**config.mk**
```make
export PLATFORM = sky130hd
export DESIGN_NAME = ssq_sequencer
export DESIGN_NICKNAME = d
export VERILOG_FILES = /design/src/common/ssq_pkg.sv /design/src/verilog/ssq_sequencer.sv
export SDC_FILE = /design/constraint.sdc
export NUM_CORES = 1
export LEC_CHECK = 0
export BUFFER_PORTS_ARGS = -buffer_cell sky130_fd_sc_hd__buf_2
export CAP_MARGIN = 15
export CORE_ASPECT_RATIO = 2
export CORE_MARGIN = 3
export CORE_UTILIZATION = 25
export CTS_BUF_LIST = sky130_fd_sc_hd__clkbuf_8
export CTS_CLUSTER_DIAMETER = 50
export DETAILED_ROUTE_END_ITERATION = 7
export SLEW_MARGIN = 10
export SYNTH_ARGS = -nofsm -noshare
export SYNTH_HDL_FRONTEND = slang
export SYNTH_SLANG_ARGS = --single-unit
```
**constraint.sdc**
```tcl
create_clock -name I_CLK_SYS -period 5.5 [get_ports I_CLK_SYS]
set_input_delay 0.55 -clock I_CLK_SYS [delete_from_list [all_inputs] [get_ports I_CLK_SYS]]
set_output_delay 0.55 -clock I_CLK_SYS [all_outputs]
set_load 0.02 [all_outputs]
```
**src/common/ssq_pkg.sv**
```systemverilog
// package of constants and types for the stored pattern sequencer
package ssq_pkg;
  // register byte offsets
  localparam logic [7:0] OFS_CTRL    = 8'h00;
  localparam logic [7:0] OFS_CFG     = 8'h04;
  localparam logic [7:0] OFS_EXPO    = 8'h08;
  localparam logic [7:0] OFS_PERIOD  = 8'h0C;
  localparam logic [7:0] OFS_DELAY   = 8'h10;
  localparam logic [7:0] OFS_STATUS  = 8'h14;
  localparam logic [7:0] OFS_GEN_TAB = 8'h80; // 32 words up to 0xFC
  // control fields
  localparam int CTRL_RUN  = 0;
  localparam int CTRL_ONCE = 1;
  localparam int CTRL_NEXT = 2;
  // configuration fields
  localparam int CFG_DEPTH_LSB = 0;  // 4 bits
  localparam int CFG_COUNT_LSB = 8;  // 7 bits
  localparam int CFG_TYPE_LSB  = 16; // 2 bits
  localparam int CFG_TRIG_LSB  = 20; // 2 bits
  localparam int CFG_LED_LSB   = 24; // 2 bits
  // generator table entry fields
  localparam int GEN_NUM_LSB = 0; // 4 bits
  localparam int GEN_INV_BIT = 4;
  // limits
  localparam logic [3:0]  DEPTH_MIN   = 4'h1;
  localparam logic [3:0]  DEPTH_MAX   = 4'h8;
  localparam logic [10:0] BIT_PLANES  = 11'd96;
  localparam logic [6:0]  GEN_ENTRIES = 7'd32;
  // values after reset, and minimum exposure and period
  localparam logic [3:0]  RST_DEPTH  = 4'h1;
  localparam logic [6:0]  RST_COUNT  = 7'h01;
  localparam logic [23:0] RST_EXPO   = 24'd8000;
  localparam logic [23:0] RST_PERIOD = 24'd8333;
  localparam logic [23:0] RST_DELAY  = 24'd0;
  localparam logic [23:0] MIN_EXPO   = 24'd250;
  localparam logic [23:0] MIN_PERIOD = 24'd250;
  // microsecond tick derived from the clock rate
  localparam int CLK_PERIOD_NS = 8;
  localparam int US_NS         = 1000;
  localparam logic [7:0] US_CYCLES = 8'(US_NS / CLK_PERIOD_NS);
  // modes
  typedef enum logic [1:0] {
    TYP_NORMAL = 2'b00, TYP_INVERT = 2'b01, TYP_GEN = 2'b10
  } ssq_type_t;
  typedef enum logic [1:0] {
    TRG_AUTO = 2'b00, TRG_CMD = 2'b01, TRG_EXT_POS = 2'b10, TRG_EXT_NEG = 2'b11
  } ssq_trig_t;
  typedef enum logic [1:0] {
    LED_RED = 2'b00, LED_GREEN = 2'b01, LED_BLUE = 2'b10
  } ssq_led_sel_t;
  typedef enum logic [2:0] {
    ST_IDLE = 3'b000, ST_WAIT = 3'b001, ST_DELAY = 3'b010, ST_SHOW = 3'b011,
    ST_DARK = 3'b100
  } ssq_state_t;
  // light source drive
  typedef struct packed {
    logic red;
    logic green;
    logic blue;
  } ssq_led_t;
  // what the display path shows
  typedef struct packed {
    logic [6:0] index;   // stored pattern number
    logic       invert;  // show complement
    logic       gen_en;  // take generator instead of store
    logic [3:0] gen_num; // generator pattern number
  } ssq_pat_t;
endpackage

```
**src/verilog/ssq_sequencer.sv**
```systemverilog
// stored pattern sequencer with apb registers, trigger logic and light control
//
// Notes on behaviour
// - bit depth is accepted only from one to eight
// - pattern count is one up to ninety-six divided by bit depth
// - normal type shows each stored pattern in order, any bit depth
// - inverted type shows each pattern then its complement, depth one only
// - generator type shows fixed generator patterns instead of stored images
// - auto trigger advances each time the trigger period expires
// - command trigger advances only on a host advance command
// - positive external trigger advances after the input goes high
// - negative external trigger advances after the input goes low
// - colour setting picks the red, green or blue source while showing
// - after a trigger wait the delay in microseconds before showing
// - exposure in microseconds; zero means the whole trigger period
// - trigger period sets spacing of successive pattern starts in microseconds
// - exposure or period below minimum is replaced by the minimum
// - inversion swaps black and white of a one-bit pattern
// - generator sequence holds up to 32 entries, any order, optional inversion
`timescale 1ns/10ps
`default_nettype none
module ssq_sequencer (
  input  wire logic            I_CLK_SYS,
  input  wire logic            I_RST,
  input  wire logic            I_PSEL,
  input  wire logic            I_PENABLE,
  input  wire logic            I_PWRITE,
  input  wire logic [7:0]      I_PADDR,
  input  wire logic [31:0]     I_PWDATA,
  output logic [31:0]          O_PRDATA,
  output logic                 O_PREADY,
  output logic                 O_PSLVERR,
  input  wire logic            I_EXT_TRIG,
  output ssq_pkg::ssq_led_t    O_LED,
  output logic                 O_SHOW,
  output ssq_pkg::ssq_pat_t    O_PAT
);
  import ssq_pkg::*;

  // configuration and control state
  logic [3:0]   depth;
  logic [6:0]   count;
  ssq_type_t    ptype;
  ssq_trig_t    tmode;
  ssq_led_sel_t led_sel;
  logic [23:0]  expo_us;
  logic [23:0]  period_us;
  logic [23:0]  delay_us;
  logic         once;
  logic         cmd_next;
  logic [4:0]   gen_tab [0:31];
  // sequencer state
  ssq_state_t   state;
  ssq_state_t   next_state;
  logic [6:0]   idx;
  logic         phase;
  logic         first;
  logic [7:0]   tick_cnt;
  logic [23:0]  dur_cnt;
  logic [23:0]  per_cnt;
  logic         trig_s1;
  logic         trig_s2;
  logic         trig_d;

  // apb decode
  wire         setup     = I_PSEL & ~I_PENABLE;
  wire         wr_take   = I_PSEL & I_PENABLE & O_PREADY & I_PWRITE;
  wire         hit_ctrl  = I_PADDR == OFS_CTRL;
  wire         hit_cfg   = I_PADDR == OFS_CFG;
  wire         hit_expo  = I_PADDR == OFS_EXPO;
  wire         hit_per   = I_PADDR == OFS_PERIOD;
  wire         hit_dly   = I_PADDR == OFS_DELAY;
  wire         hit_stat  = I_PADDR == OFS_STATUS;
  wire         hit_tab   = I_PADDR[7];
  wire         mapped    = hit_ctrl | hit_cfg | hit_expo | hit_per | hit_dly | hit_stat |
                           hit_tab;
  wire [4:0]   tab_sel   = I_PADDR[6:2];
  wire [1:0]   lo_bits   = I_PADDR[1:0];

  // checks on a configuration write before it is taken
  wire [3:0]   w_depth   = I_PWDATA[CFG_DEPTH_LSB +: 4];
  wire [6:0]   w_count   = I_PWDATA[CFG_COUNT_LSB +: 7];
  wire [1:0]   w_type    = I_PWDATA[CFG_TYPE_LSB +: 2];
  wire [1:0]   w_led     = I_PWDATA[CFG_LED_LSB +: 2];
  wire [10:0]  w_planes  = 11'(w_count * w_depth);
  wire         ok_depth  = (w_depth >= DEPTH_MIN) && (w_depth <= DEPTH_MAX);
  wire         ok_count  = (w_count != 7'h00) && (w_planes <= BIT_PLANES);
  wire         ok_type   = (w_type == TYP_NORMAL) ||
                           ((w_type == TYP_INVERT) && (w_depth == 4'h1)) ||
                           ((w_type == TYP_GEN) && ({4'h0, w_count} <= {4'h0, GEN_ENTRIES})
                            && (w_depth == 4'h1));
  wire         ok_led    = w_led != 2'b11;
  wire         cfg_ok    = ok_depth & ok_count & ok_type & ok_led;
  wire         bad_wr    = I_PWRITE & (hit_stat | (hit_cfg & ~cfg_ok));
  wire         cfg_wr    = wr_take & hit_cfg & cfg_ok;
  wire         ctrl_wr   = wr_take & hit_ctrl & ~(|lo_bits);
  wire         start_wr  = ctrl_wr & I_PWDATA[CTRL_RUN] & (state == ST_IDLE);
  wire         stop_wr   = ctrl_wr & ~I_PWDATA[CTRL_RUN];
  // minimum substitution and zero exposure meaning whole period
  wire [23:0]  eff_per   = (period_us < MIN_PERIOD) ? MIN_PERIOD : period_us;
  wire [23:0]  eff_expo  = (expo_us == 24'h00_0000) ? eff_per :
                           ((expo_us < MIN_EXPO) ? MIN_EXPO : expo_us);
  // read mux
  wire [31:0]  status    = {21'h00_0000, phase, state, idx};
  wire [31:0]  cfg_rd    = {6'h00, led_sel, 2'h0, tmode, 2'h0, ptype, 1'b0, count, 4'h0,
                            depth};
  wire [31:0]  rd_mux    = hit_ctrl ? {30'h0000_0000, once, state != ST_IDLE} :
                           hit_cfg  ? cfg_rd :
                           hit_expo ? {8'h00, expo_us} :
                           hit_per  ? {8'h00, period_us} :
                           hit_dly  ? {8'h00, delay_us} :
                           hit_stat ? status :
                           hit_tab  ? {27'h000_0000, gen_tab[tab_sel]} : 32'h0000_0000;

  // apb answers in the first access cycle
  always_ff @(posedge I_CLK_SYS) begin
    if (I_RST) begin
      O_PREADY  <= 1'b0;
      O_PSLVERR <= 1'b0;
      O_PRDATA  <= 32'h0000_0000;
    end else if (setup) begin
      O_PREADY  <= 1'b1;
      O_PSLVERR <= ~mapped | bad_wr | (|lo_bits); // non-word addresses refused both ways
      O_PRDATA  <= (I_PWRITE | ~mapped | (|lo_bits)) ? 32'h0000_0000 : rd_mux;
    end else begin
      O_PREADY  <= 1'b0;
      O_PSLVERR <= 1'b0;
    end
  end

  // register writes; illegal configurations are refused whole
  always_ff @(posedge I_CLK_SYS) begin
    if (I_RST) begin
      depth     <= RST_DEPTH;
      count     <= RST_COUNT;
      ptype     <= TYP_NORMAL;
      tmode     <= TRG_AUTO;
      led_sel   <= LED_RED;
      expo_us   <= RST_EXPO;
      period_us <= RST_PERIOD;
      delay_us  <= RST_DELAY;
      once      <= 1'b0;
    end else if (wr_take && !(|lo_bits)) begin
      if (cfg_wr) begin
        depth   <= w_depth;
        count   <= w_count;
        ptype   <= ssq_type_t'(w_type);
        tmode   <= ssq_trig_t'(I_PWDATA[CFG_TRIG_LSB +: 2]);
        led_sel <= ssq_led_sel_t'(w_led);
      end
      if (hit_expo) expo_us <= I_PWDATA[23:0];
      if (hit_per) period_us <= I_PWDATA[23:0];
      if (hit_dly) delay_us <= I_PWDATA[23:0];
      if (hit_ctrl) once <= I_PWDATA[CTRL_ONCE];
    end
  end

  // generator table, 32 entries of number and inversion
  always_ff @(posedge I_CLK_SYS) begin
    if (wr_take && hit_tab && !(|lo_bits)) begin
      gen_tab[tab_sel] <= I_PWDATA[4:0];
    end
  end
  // host advance command, one cycle pulse
  always_ff @(posedge I_CLK_SYS) begin
    if (I_RST) cmd_next <= 1'b0;
    else cmd_next <= ctrl_wr & I_PWDATA[CTRL_NEXT] & I_PWDATA[CTRL_RUN];
  end
  // external trigger synchroniser and edge memory
  always_ff @(posedge I_CLK_SYS) begin
    if (I_RST) begin
      trig_s1 <= 1'b0;
      trig_s2 <= 1'b0;
      trig_d  <= 1'b0;
    end else begin
      trig_s1 <= I_EXT_TRIG;
      trig_s2 <= trig_s1;
      trig_d  <= trig_s2;
    end
  end

  // trigger selection
  wire running   = (state != ST_IDLE);
  wire us_tick   = (tick_cnt == US_CYCLES - 8'd1);
  wire ext_rise  = trig_s2 & ~trig_d;
  wire ext_fall  = ~trig_s2 & trig_d;
  wire auto_due  = first | (us_tick && (per_cnt + 24'd1 >= eff_per));
  wire trig_evt  = (tmode == TRG_AUTO)    ? auto_due :
                   (tmode == TRG_CMD)     ? cmd_next :
                   (tmode == TRG_EXT_POS) ? ext_rise :
                                            ext_fall;
  wire trig_take = running && (state != ST_DELAY) && trig_evt && !stop_wr;
  // position step: inverse phase first, then index with wrap
  wire last_idx  = (idx == count - 7'd1);
  wire need_inv  = (ptype == TYP_INVERT) && !phase;
  wire wrap      = !first && !need_inv && last_idx;
  wire finish    = trig_take && wrap && once;
  wire dly_done  = us_tick && (dur_cnt + 24'd1 >= delay_us);
  wire exp_done  = us_tick && (dur_cnt + 24'd1 >= eff_expo);

  // next state
  always_comb begin
    next_state = state;
    case (state)
      ST_IDLE:  if (start_wr) next_state = ST_WAIT;
      ST_WAIT,
      ST_SHOW,
      ST_DARK:  begin
        if (trig_take) next_state = (delay_us == 24'h00_0000) ? ST_SHOW : ST_DELAY;
        else if (state == ST_SHOW && exp_done) next_state = ST_DARK;
      end
      ST_DELAY: if (dly_done) next_state = ST_SHOW;
      default:  next_state = ST_IDLE;
    endcase
    if (stop_wr || finish) next_state = ST_IDLE;
  end

  // state, microsecond base and counters
  always_ff @(posedge I_CLK_SYS) begin
    if (I_RST) begin
      state    <= ST_IDLE;
      tick_cnt <= 8'h00;
      dur_cnt  <= 24'h00_0000;
      per_cnt  <= 24'h00_0000;
    end else begin
      state    <= next_state;
      tick_cnt <= (trig_take || us_tick || !running) ? 8'h00 : tick_cnt + 8'h01;
      dur_cnt  <= (next_state != state || trig_take) ? 24'h00_0000 :
                  (us_tick ? dur_cnt + 24'h00_0001 : dur_cnt);
      per_cnt  <= trig_take ? 24'h00_0000 : (us_tick ? per_cnt + 24'h00_0001 : per_cnt);
    end
  end

  // sequence position
  always_ff @(posedge I_CLK_SYS) begin
    if (I_RST) begin
      idx   <= 7'h00;
      phase <= 1'b0;
      first <= 1'b0;
    end else if (start_wr) begin
      idx   <= 7'h00;
      phase <= 1'b0;
      first <= 1'b1;
    end else if (trig_take) begin
      first <= 1'b0;
      if (!first) begin
        if (need_inv) phase <= 1'b1;
        else begin
          phase <= 1'b0;
          idx   <= wrap ? 7'h00 : idx + 7'h01;
        end
      end
    end
  end

  // outputs toward light source and display path
  wire       showing = (state == ST_SHOW);
  wire [4:0] gen_ent = gen_tab[idx[4:0]];
  always_ff @(posedge I_CLK_SYS) begin
    if (I_RST) begin
      O_SHOW <= 1'b0;
      O_LED  <= '0;
      O_PAT  <= '0;
    end else begin
      O_SHOW       <= showing;
      O_LED.red    <= showing && (led_sel == LED_RED);
      O_LED.green  <= showing && (led_sel == LED_GREEN);
      O_LED.blue   <= showing && (led_sel == LED_BLUE);
      O_PAT.index  <= idx;
      O_PAT.gen_en <= (ptype == TYP_GEN);
      O_PAT.gen_num <= gen_ent[GEN_NUM_LSB +: 4];
      O_PAT.invert <= (ptype == TYP_GEN) ? gen_ent[GEN_INV_BIT] : phase;
    end
  end

  // checks on configuration legality
  property p_depth_range;
    @(posedge I_CLK_SYS) disable iff (I_RST) (depth >= DEPTH_MIN) && (depth <= DEPTH_MAX);
  endproperty
  a_depth_range: assert property (p_depth_range) else $error("depth out of range");
  property p_count_range;
    @(posedge I_CLK_SYS) disable iff (I_RST)
      (count != 7'h00) && (11'(count * depth) <= BIT_PLANES);
  endproperty
  a_count_range: assert property (p_count_range) else $error("count out of range");
  property p_inv_depth;
    @(posedge I_CLK_SYS) disable iff (I_RST) (ptype == TYP_INVERT) |-> (depth == 4'h1);
  endproperty
  a_inv_depth: assert property (p_inv_depth) else $error("inverse type with depth");
  // checks on triggering and timing
  property p_cmd_only;
    @(posedge I_CLK_SYS) disable iff (I_RST)
      (tmode == TRG_CMD && trig_take) |-> $past(ctrl_wr);
  endproperty
  a_cmd_only: assert property (p_cmd_only) else $error("advance without command");
  property p_ext_pos;
    @(posedge I_CLK_SYS) disable iff (I_RST)
      (tmode == TRG_EXT_POS && trig_take) |-> (trig_s2 && !trig_d);
  endproperty
  a_ext_pos: assert property (p_ext_pos) else $error("positive trigger bad edge");
  property p_ext_neg;
    @(posedge I_CLK_SYS) disable iff (I_RST)
      (tmode == TRG_EXT_NEG && trig_take) |-> (!trig_s2 && trig_d);
  endproperty
  a_ext_neg: assert property (p_ext_neg) else $error("negative trigger bad edge");
  property p_no_delay;
    @(posedge I_CLK_SYS) disable iff (I_RST)
      (trig_take && delay_us == 24'h00_0000 && !finish) |=> (state == ST_SHOW) ##1 O_SHOW;
  endproperty
  a_no_delay: assert property (p_no_delay) else $error("zero delay not shown");
  property p_led_sel;
    @(posedge I_CLK_SYS) disable iff (I_RST)
      O_SHOW |-> (O_LED == {$past(led_sel) == LED_RED, $past(led_sel) == LED_GREEN,
                            $past(led_sel) == LED_BLUE});
  endproperty
  a_led_sel: assert property (p_led_sel) else $error("wrong light source");
  property p_min_sub;
    @(posedge I_CLK_SYS) disable iff (I_RST) (eff_per >= MIN_PERIOD) && (eff_expo >= MIN_EXPO);
  endproperty
  a_min_sub: assert property (p_min_sub) else $error("minimum not substituted");
  property p_wrap;
    @(posedge I_CLK_SYS) disable iff (I_RST)
      (trig_take && wrap && !once && !stop_wr) |=> (idx == 7'h00);
  endproperty
  a_wrap: assert property (p_wrap) else $error("index did not wrap");
  property p_inv_pair;
    @(posedge I_CLK_SYS) disable iff (I_RST)
      (trig_take && need_inv && !first) |=> (phase && idx == $past(idx));
  endproperty
  a_inv_pair: assert property (p_inv_pair) else $error("complement not next");
  // main scenarios
  c_auto_run: cover property (@(posedge I_CLK_SYS) tmode == TRG_AUTO && trig_take && !first);
  c_wrap:     cover property (@(posedge I_CLK_SYS) trig_take && wrap);
  c_delay:    cover property (@(posedge I_CLK_SYS) state == ST_DELAY ##1 state == ST_SHOW);
  c_ext_neg:  cover property (@(posedge I_CLK_SYS) tmode == TRG_EXT_NEG && trig_take);
endmodule // ssq_sequencer
`default_nettype wire
```
After elaboration in Yosys (flattened, before gate mapping) --
Memory sizes are Yosys's and may differ from the RTL's. A register that Yosys moved wholly into a read port is not among the register bits. Index checks and enable logic that the tools add are counted.
Word-level totals: register bits 213, bits in writable memories 160, logic and storage cells 202, memories 1
Operators by class: add/sub/neg operators 5, $mul 1, $lt $le $gt $ge 9, equality and inequality tests 23, mux-type cells 31, bitwise operators 42, reductions and logical operators 59
Memory list:
- gen_tab | depth 32, width 5, read ports 2, clocked after Yosys merged registers in 1, write ports 1, line ssq_sequencer.sv:51 | logic [4:0] gen_tab [0:31];
Operators by type and width (number):
- 24-bit 2-to-1 mux | 6
- 26-bit 2-to-1 mux | 3
- 24-bit >= comparator | 3
- 24-bit by 1-bit adder with 24-bit output, second input constant | 2
- 24-bit zero test | 2
- 24-bit by 8-bit < comparator with 1-bit output, second input constant | 2
- 1-bit logical AND | 23
- 1-bit bitwise AND | 20
- 8-bit by 4-bit == test with 1-bit output, second input constant | 2
- 8-bit by 5-bit == test with 1-bit output, second input constant | 2
- 3-bit 2-to-1 mux | 5
- 5-bit 2-to-1 mux | 3
- 1-bit bitwise OR | 12
- 2-bit AND reduction | 6
- 2-bit OR reduction | 6
- 11-bit by 7-bit <= comparator with 1-bit output, second input constant | 1
- 7-bit by 4-bit multiplier with 11-bit output | 1
- 1-bit 2-to-1 mux | 11
- 11-bit 2-to-1 mux | 1
- 1-bit inverter | 10
- 3-bit case mux with 3 select lines | 1
- 8-bit by 1-bit adder with 8-bit output, second input constant | 1
- 2-bit by 1-bit == test with 1-bit output, second input constant | 4
- 2-bit == test, second input constant | 4
- 26 further kinds | 39

Depth between registers and ports, before layout --
depth in word-level cells 15, depth in mapped cells 21, depth with buffers taken out 18

Worst setup path before layout --
OpenSTA, ideal clock, no wires.
path kind input to register, start in I_PWDATA[8], end reg count[3], library setup time 0.128 ns, arrival 4.238 ns, setup slack 1.134 ns, stages on the path 17, cell sequence clkbuf_1 > and2_1 > fa_1 > inv_1 > fa_1 > inv_1 > ha_1 > a21o_1 > a21oi_1 > xnor2_1 > nor3_1 > a211o_1 > a2111oi_0 > buf_2 > buf_4 > mux2i_1 > nor2_1
On the way: cells in the longest elaborated chain, start to end 8, elaborated cells on any way between the ends 13, classes of those cells 1 x mul; 2 x order compare; 4 x bitwise; 6 x reduce/logical
RTL lines:
- start: declaration | line ssq_sequencer.sv:29 | input wire logic [31:0] I_PWDATA,
- 7-bit by 4-bit multiplier with 11-bit output or 7-bit by 6-bit <= comparator with 1-bit output (tied branches) | line ssq_sequencer.sv:85, ssq_sequencer.sv:90
- 11-bit by 7-bit <= comparator with 1-bit output or 1-bit logical AND (tied branches) | line ssq_sequencer.sv:87, ssq_sequencer.sv:90
- 1-bit logical AND (on tied branches) | line ssq_sequencer.sv:87, ssq_sequencer.sv:91
- 1-bit bitwise AND or 1-bit logical OR (tied branches) | line ssq_sequencer.sv:93, ssq_sequencer.sv:89
- 1-bit bitwise AND (*) (2 in series) | line ssq_sequencer.sv:93 | wire cfg_ok = ok_depth & ok_count & ok_type & ok_led;
- 1-bit bitwise AND (*) | line ssq_sequencer.sv:95 | wire cfg_wr = wr_take & hit_cfg & cfg_ok;
- 2-bit AND reduction (no source line) (*)
- end signal: assignment | line ssq_sequencer.sv:146 | count <= w_count;
- end: declaration | line ssq_sequencer.sv:42 | logic [6:0] count;
Every way passes the cells marked *; elsewhere a longest branch is shown, timed or not. A chain may end at the register's enable or synchronous reset.

Final worst setup path --
start reg per_cnt[2], end reg dur_cnt[18]
On the way: cells in the longest elaborated chain, start to end 14, elaborated cells on any way between the ends 16, classes of those cells 1 x add/sub; 1 x order compare; 1 x eq/ne; 4 x mux; 1 x bitwise; 8 x reduce/logical
RTL lines:
- start: declaration | line ssq_sequencer.sv:60 | logic [23:0] per_cnt;
- start signal: assignment | line ssq_sequencer.sv:230 | per_cnt <= trig_take ? 24'h00_0000 : (us_tick ? per_cnt + 24'h00_0001 : per_cnt);
- 24-bit by 1-bit adder with 24-bit output (*) | line ssq_sequencer.sv:187 | wire auto_due = first | (us_tick && (per_cnt + 24'd1 >= eff_per));
- 24-bit >= comparator (*) | line ssq_sequencer.sv:187
- 1-bit logical AND (*) | line ssq_sequencer.sv:187
- 1-bit bitwise OR (*) | line ssq_sequencer.sv:187
- 1-bit 2-to-1 mux (*) | line ssq_sequencer.sv:188 | wire trig_evt = (tmode == TRG_AUTO) ? auto_due :
- 1-bit logical AND (*) (2 in series) | line ssq_sequencer.sv:192 | wire trig_take = running && (state != ST_DELAY) && trig_evt && !stop_wr;
- branches (longest 5 deep; another with 3-bit 2-to-1 mux)
- 1-bit logical OR (*) | line ssq_sequencer.sv:228 | dur_cnt <= (next_state != state || trig_take) ? 24'h00_0000 :
- 2-bit OR reduction (no source line) (*)
- end signal: assignment | line ssq_sequencer.sv:228
- end: declaration | line ssq_sequencer.sv:59 | logic [23:0] dur_cnt;
Every way passes the cells marked *.

==> results.md <==
- HP Start: I_EXT_TRIG
- Root Buffer: clkbuf_8
- Hold-fix buffers, CTS: 0
- Nets: 2,189
- Fill cells: 8,500
- Syn. warnings: 0
- Gr ovfl total: 0
- Starting density of the core: 0.253
- HPWL Detailed: 52,600 um
- Reg-to-Reg Start: per_cnt[2]
- Post-route setup TNS: 0 ns
- Hold EP: trig_s1
- DR top layer: met5
- Final Util: 0.286
- Syn-to-layout area delta: 13.2%
- Status: finished, final reports clean
- Post-synth EDFFs: 160
- Period minus WS final: 4.70 ns
- Final setup skew: 0.0589 ns
- First-pass GRT wire length: 103,000 um
- Multi-input logic area: 0.0105 mm^2
- Vias per cell: 5.09
- Final RePlAce weighted congestion: 0.957
- Die Y-Extent: 410 um
- Post-synthesis cell type count: 73
- Cell Area, Placed: 0.0219 mm^2
- Top Ports: 97
- Post-synth ARST share: 0
- Routed WL per cell: 22.7 um
- Final hold vios: 0
- CTS buffer count: 52
- Element type at the critical path end: register
- Share of cells above drive strength 1: 0.159
- Reg2Reg Depth: 19
- DRT antenna net count: 0
- Post-Syn Area: 0.0204 mm^2
- Worst flop-to-flop path endpoint: dur_cnt[18]
- Synth Area in XOR/XNOR: 0.0491
- Cells after Synth: 1,988
- Largest net degree at the start of global routing: 59
- Complex-gate fraction of the synthesized area: 0.0982
- Synthesized area per cell: 10.2 um^2
- Post-synthesis mux area share: 0.132
- Post-synthesis sequential area ratio: 0.445
- WL met2: 37,700 um
- Hold depth: 2
- Final Setup Violations: 0
- FF-to-FF setup slack: 0.80 ns
- Design Area, Final: 0.0230 mm^2
- # DRC: 0
- Antenna violations before repair: 8
- Synth Area in Simple Gates: 0.168
- Unrepaired setup endpoints after global routing: no
- Max Buffers Root-to-Sink: 3
- Drt pass-1 iters: 6
- Fin crit share: 0.854
- Num rows: 147
- Clk sinks: 372
- IR drop worst, VDD: 188 uV
- Dominant synthesized flop cell: dfxtp_1
- Die X: 208 um
- Via count: 15,900
- Post-Synth Adder-Cell Area: 0.0670
- Slew headroom: 0.335
- CTS clk-pin slew, worst paths: 0.07 ns
- Pins Over Slew Limit: 0
- WS Path Type: reg2reg
- Worst endpoint data arrival time: 5.29 ns
- PortBufs: 84
- Pwr/cell area: 242 mW/mm^2
- Post-CTS Setup Bufs: 0
- Max-cap viol count: 0
- Die area: 0.0851 mm^2
- Largest family of logic cells by synthesized area: simple AND/OR/NAND/NOR gates
- Core Region: 0.0806 mm^2
- Worst Path Required: 6.09 ns
- Yosys reg bits: 372
- Met3 WL: 3240 um
- Critical Path Start Type: register
- Slew @ Worst Pin: 0.990 ns
- Worst-path fanout max: 25
- Fmax: 213 MHz
- Drt total wl: 71,000 um
- Min-delay worst type: in2reg
- Pleak: 0.00792 uW
- Max H-tree Level: 2
- Worst hold slack: 0.105 ns
- Sequential standard cell area: 0.00905 mm^2
- DRT met1 WL: 22,600 um
- Initial DRC Count: 1,092
- Worst skew pair latency: 0.68 ns
- Tot GR Track Use: 0.163
- Vias in the first global route: 16,200
- CTS tree: done
- PostCTS Resize Cnt: 0
layout by cell type, fill, tap and decap left out, types with 14 or more instances in the layout:
master,netlist,final
nor4_1,26,26
nor2b_1,17,17
nand3_1,60,60
clkbuf_8,0,63
nand4b_1,25,25
buf_4,11,41
xnor2_1,61,61
ha_1,93,93
inv_1,69,85
mux4_2,92,92
buf_2,12,83
o21ai_0,23,23
and2_1,28,28
nor2_1,214,210
dfxtp_1,212,210
mux2i_1,48,48
nor3_1,23,20
edfxtp_1,160,160
nand2_1,236,236
a22oi_1,38,38
xor2_1,53,53
nand4_1,29,29
and3_1,14,14
a21oi_1,164,164
worst max-delay path, cell delays in order (launching register included):
cell	delay [ns]
dfxtp_1	0.45
nand2_1	0.10
nor4_1	0.32
buf_4	0.19
nand4_1	0.16
nor2_1	0.22
and2_0	0.31
nand2_1	0.12
xnor2_1	0.14
ha_1	0.29
nand2_1	0.06
o21ai_0	0.17
a21oi_1	0.14
nor3_1	0.35
clkbuf_4	0.29
or2_1	0.34
mux2_4	0.35
a31oi_4	0.16
buf_12	0.24
mux2i_1	0.21
routing by layer:
layer | up-vias | GRT usage
met5 | - | 0
met4 | 2 | 0.143
met3 | 259 | 0.0211
met2 | 600 | 0.307
met1 | 7762 | 0.150
li1 | 7312 | -
cell usage after synthesis (29+ instances only):
cell,count,area share
a21oi_1,164,0.040
a22oi_1,38,0.014
clkbuf_1,94,0.017
dfxtp_1,212,0.21
edfxtp_1,160,0.24
ha_1,93,0.057
inv_1,69,0.013
mux2i_1,48,0.024
mux4_2,92,0.10
nand2_1,236,0.044
nand3_1,60,0.015
nand4_1,29,0.0089
nor2_1,214,0.039
xnor2_1,61,0.026
xor2_1,53,0.023
state kept, by name (all words and copies together) (netlist names), 2 cells and up, named ones only:
signal / flops
state: 3
dur_cnt: 24
period_us: 24
per_cnt: 24
expo_us: 24
tick_cnt: 8
O_LED: 3
count: 7
ptype: 2
gen_tab: 160
O_PRDATA: 26
tmode: 2
O_PAT: 13
depth: 4
idx: 7
delay_us: 24
led_sel: 2
kinds of logic after synthesis:
kind of cell | count (synthesis)
AOI/OAI and AO/OA | 319
xor gates and xnor gates | 114
buffers and inverters | 203
muxes | 151
and+or+nand+nor | 725
DFF | 372
adders and majority gates | 103
other | 1
final cells by class:
| class | instances | share of cell area |
|---|---|---|
| Multi-Input combinational cell | 1418 | 0.457 |
| Sequential cell | 372 | 0.393 |
| Tap cell | 1043 | 0.0566 |
| Clock buffer | 63 | 0.0376 |
| Timing Repair Buffer | 127 | 0.0334 |
| Inverter | 69 | 0.0112 |
| Clock inverter | 31 | 0.0105 |
| Antenna cell | 6 | 0.000651 |
power breakdown:
| part | internal, uW | switching, uW | total (uW) |
|---|---|---|---|
| sequential | 2880 | 2.00 | 2880 |
| combinational | 110 | 223 | 333 |
| clock | 1230 | 1140 | 2370 |
through the flow:
step	setup WS, ns	cells	power [uW]
after floorplan	1.13	1993	3140
after global placement	0.770	3028	3270
after detailed placement	0.681	3028	3270
after CTS	0.668	3122	5620
after global routing	0.375	3125	5760
final	0.804	3129	5580
worst max-delay path by stage:
stage                start  depth (start not counted)  slack, ns     endpoint
2_1_floorplan  I_PWDATA[8]                         17       1.13     count[3]
3_3_place_gp    per_cnt[0]                         19       0.77  dur_cnt[16]
3_5_place_dp    per_cnt[0]                         19       0.68  dur_cnt[23]
4_1_cts         per_cnt[0]                         19       0.67  dur_cnt[18]
5_1_grt         per_cnt[0]                         20       0.38  dur_cnt[18]
6_report        per_cnt[2]                         19       0.80  dur_cnt[18]
(Power assumes the default switching activity.)
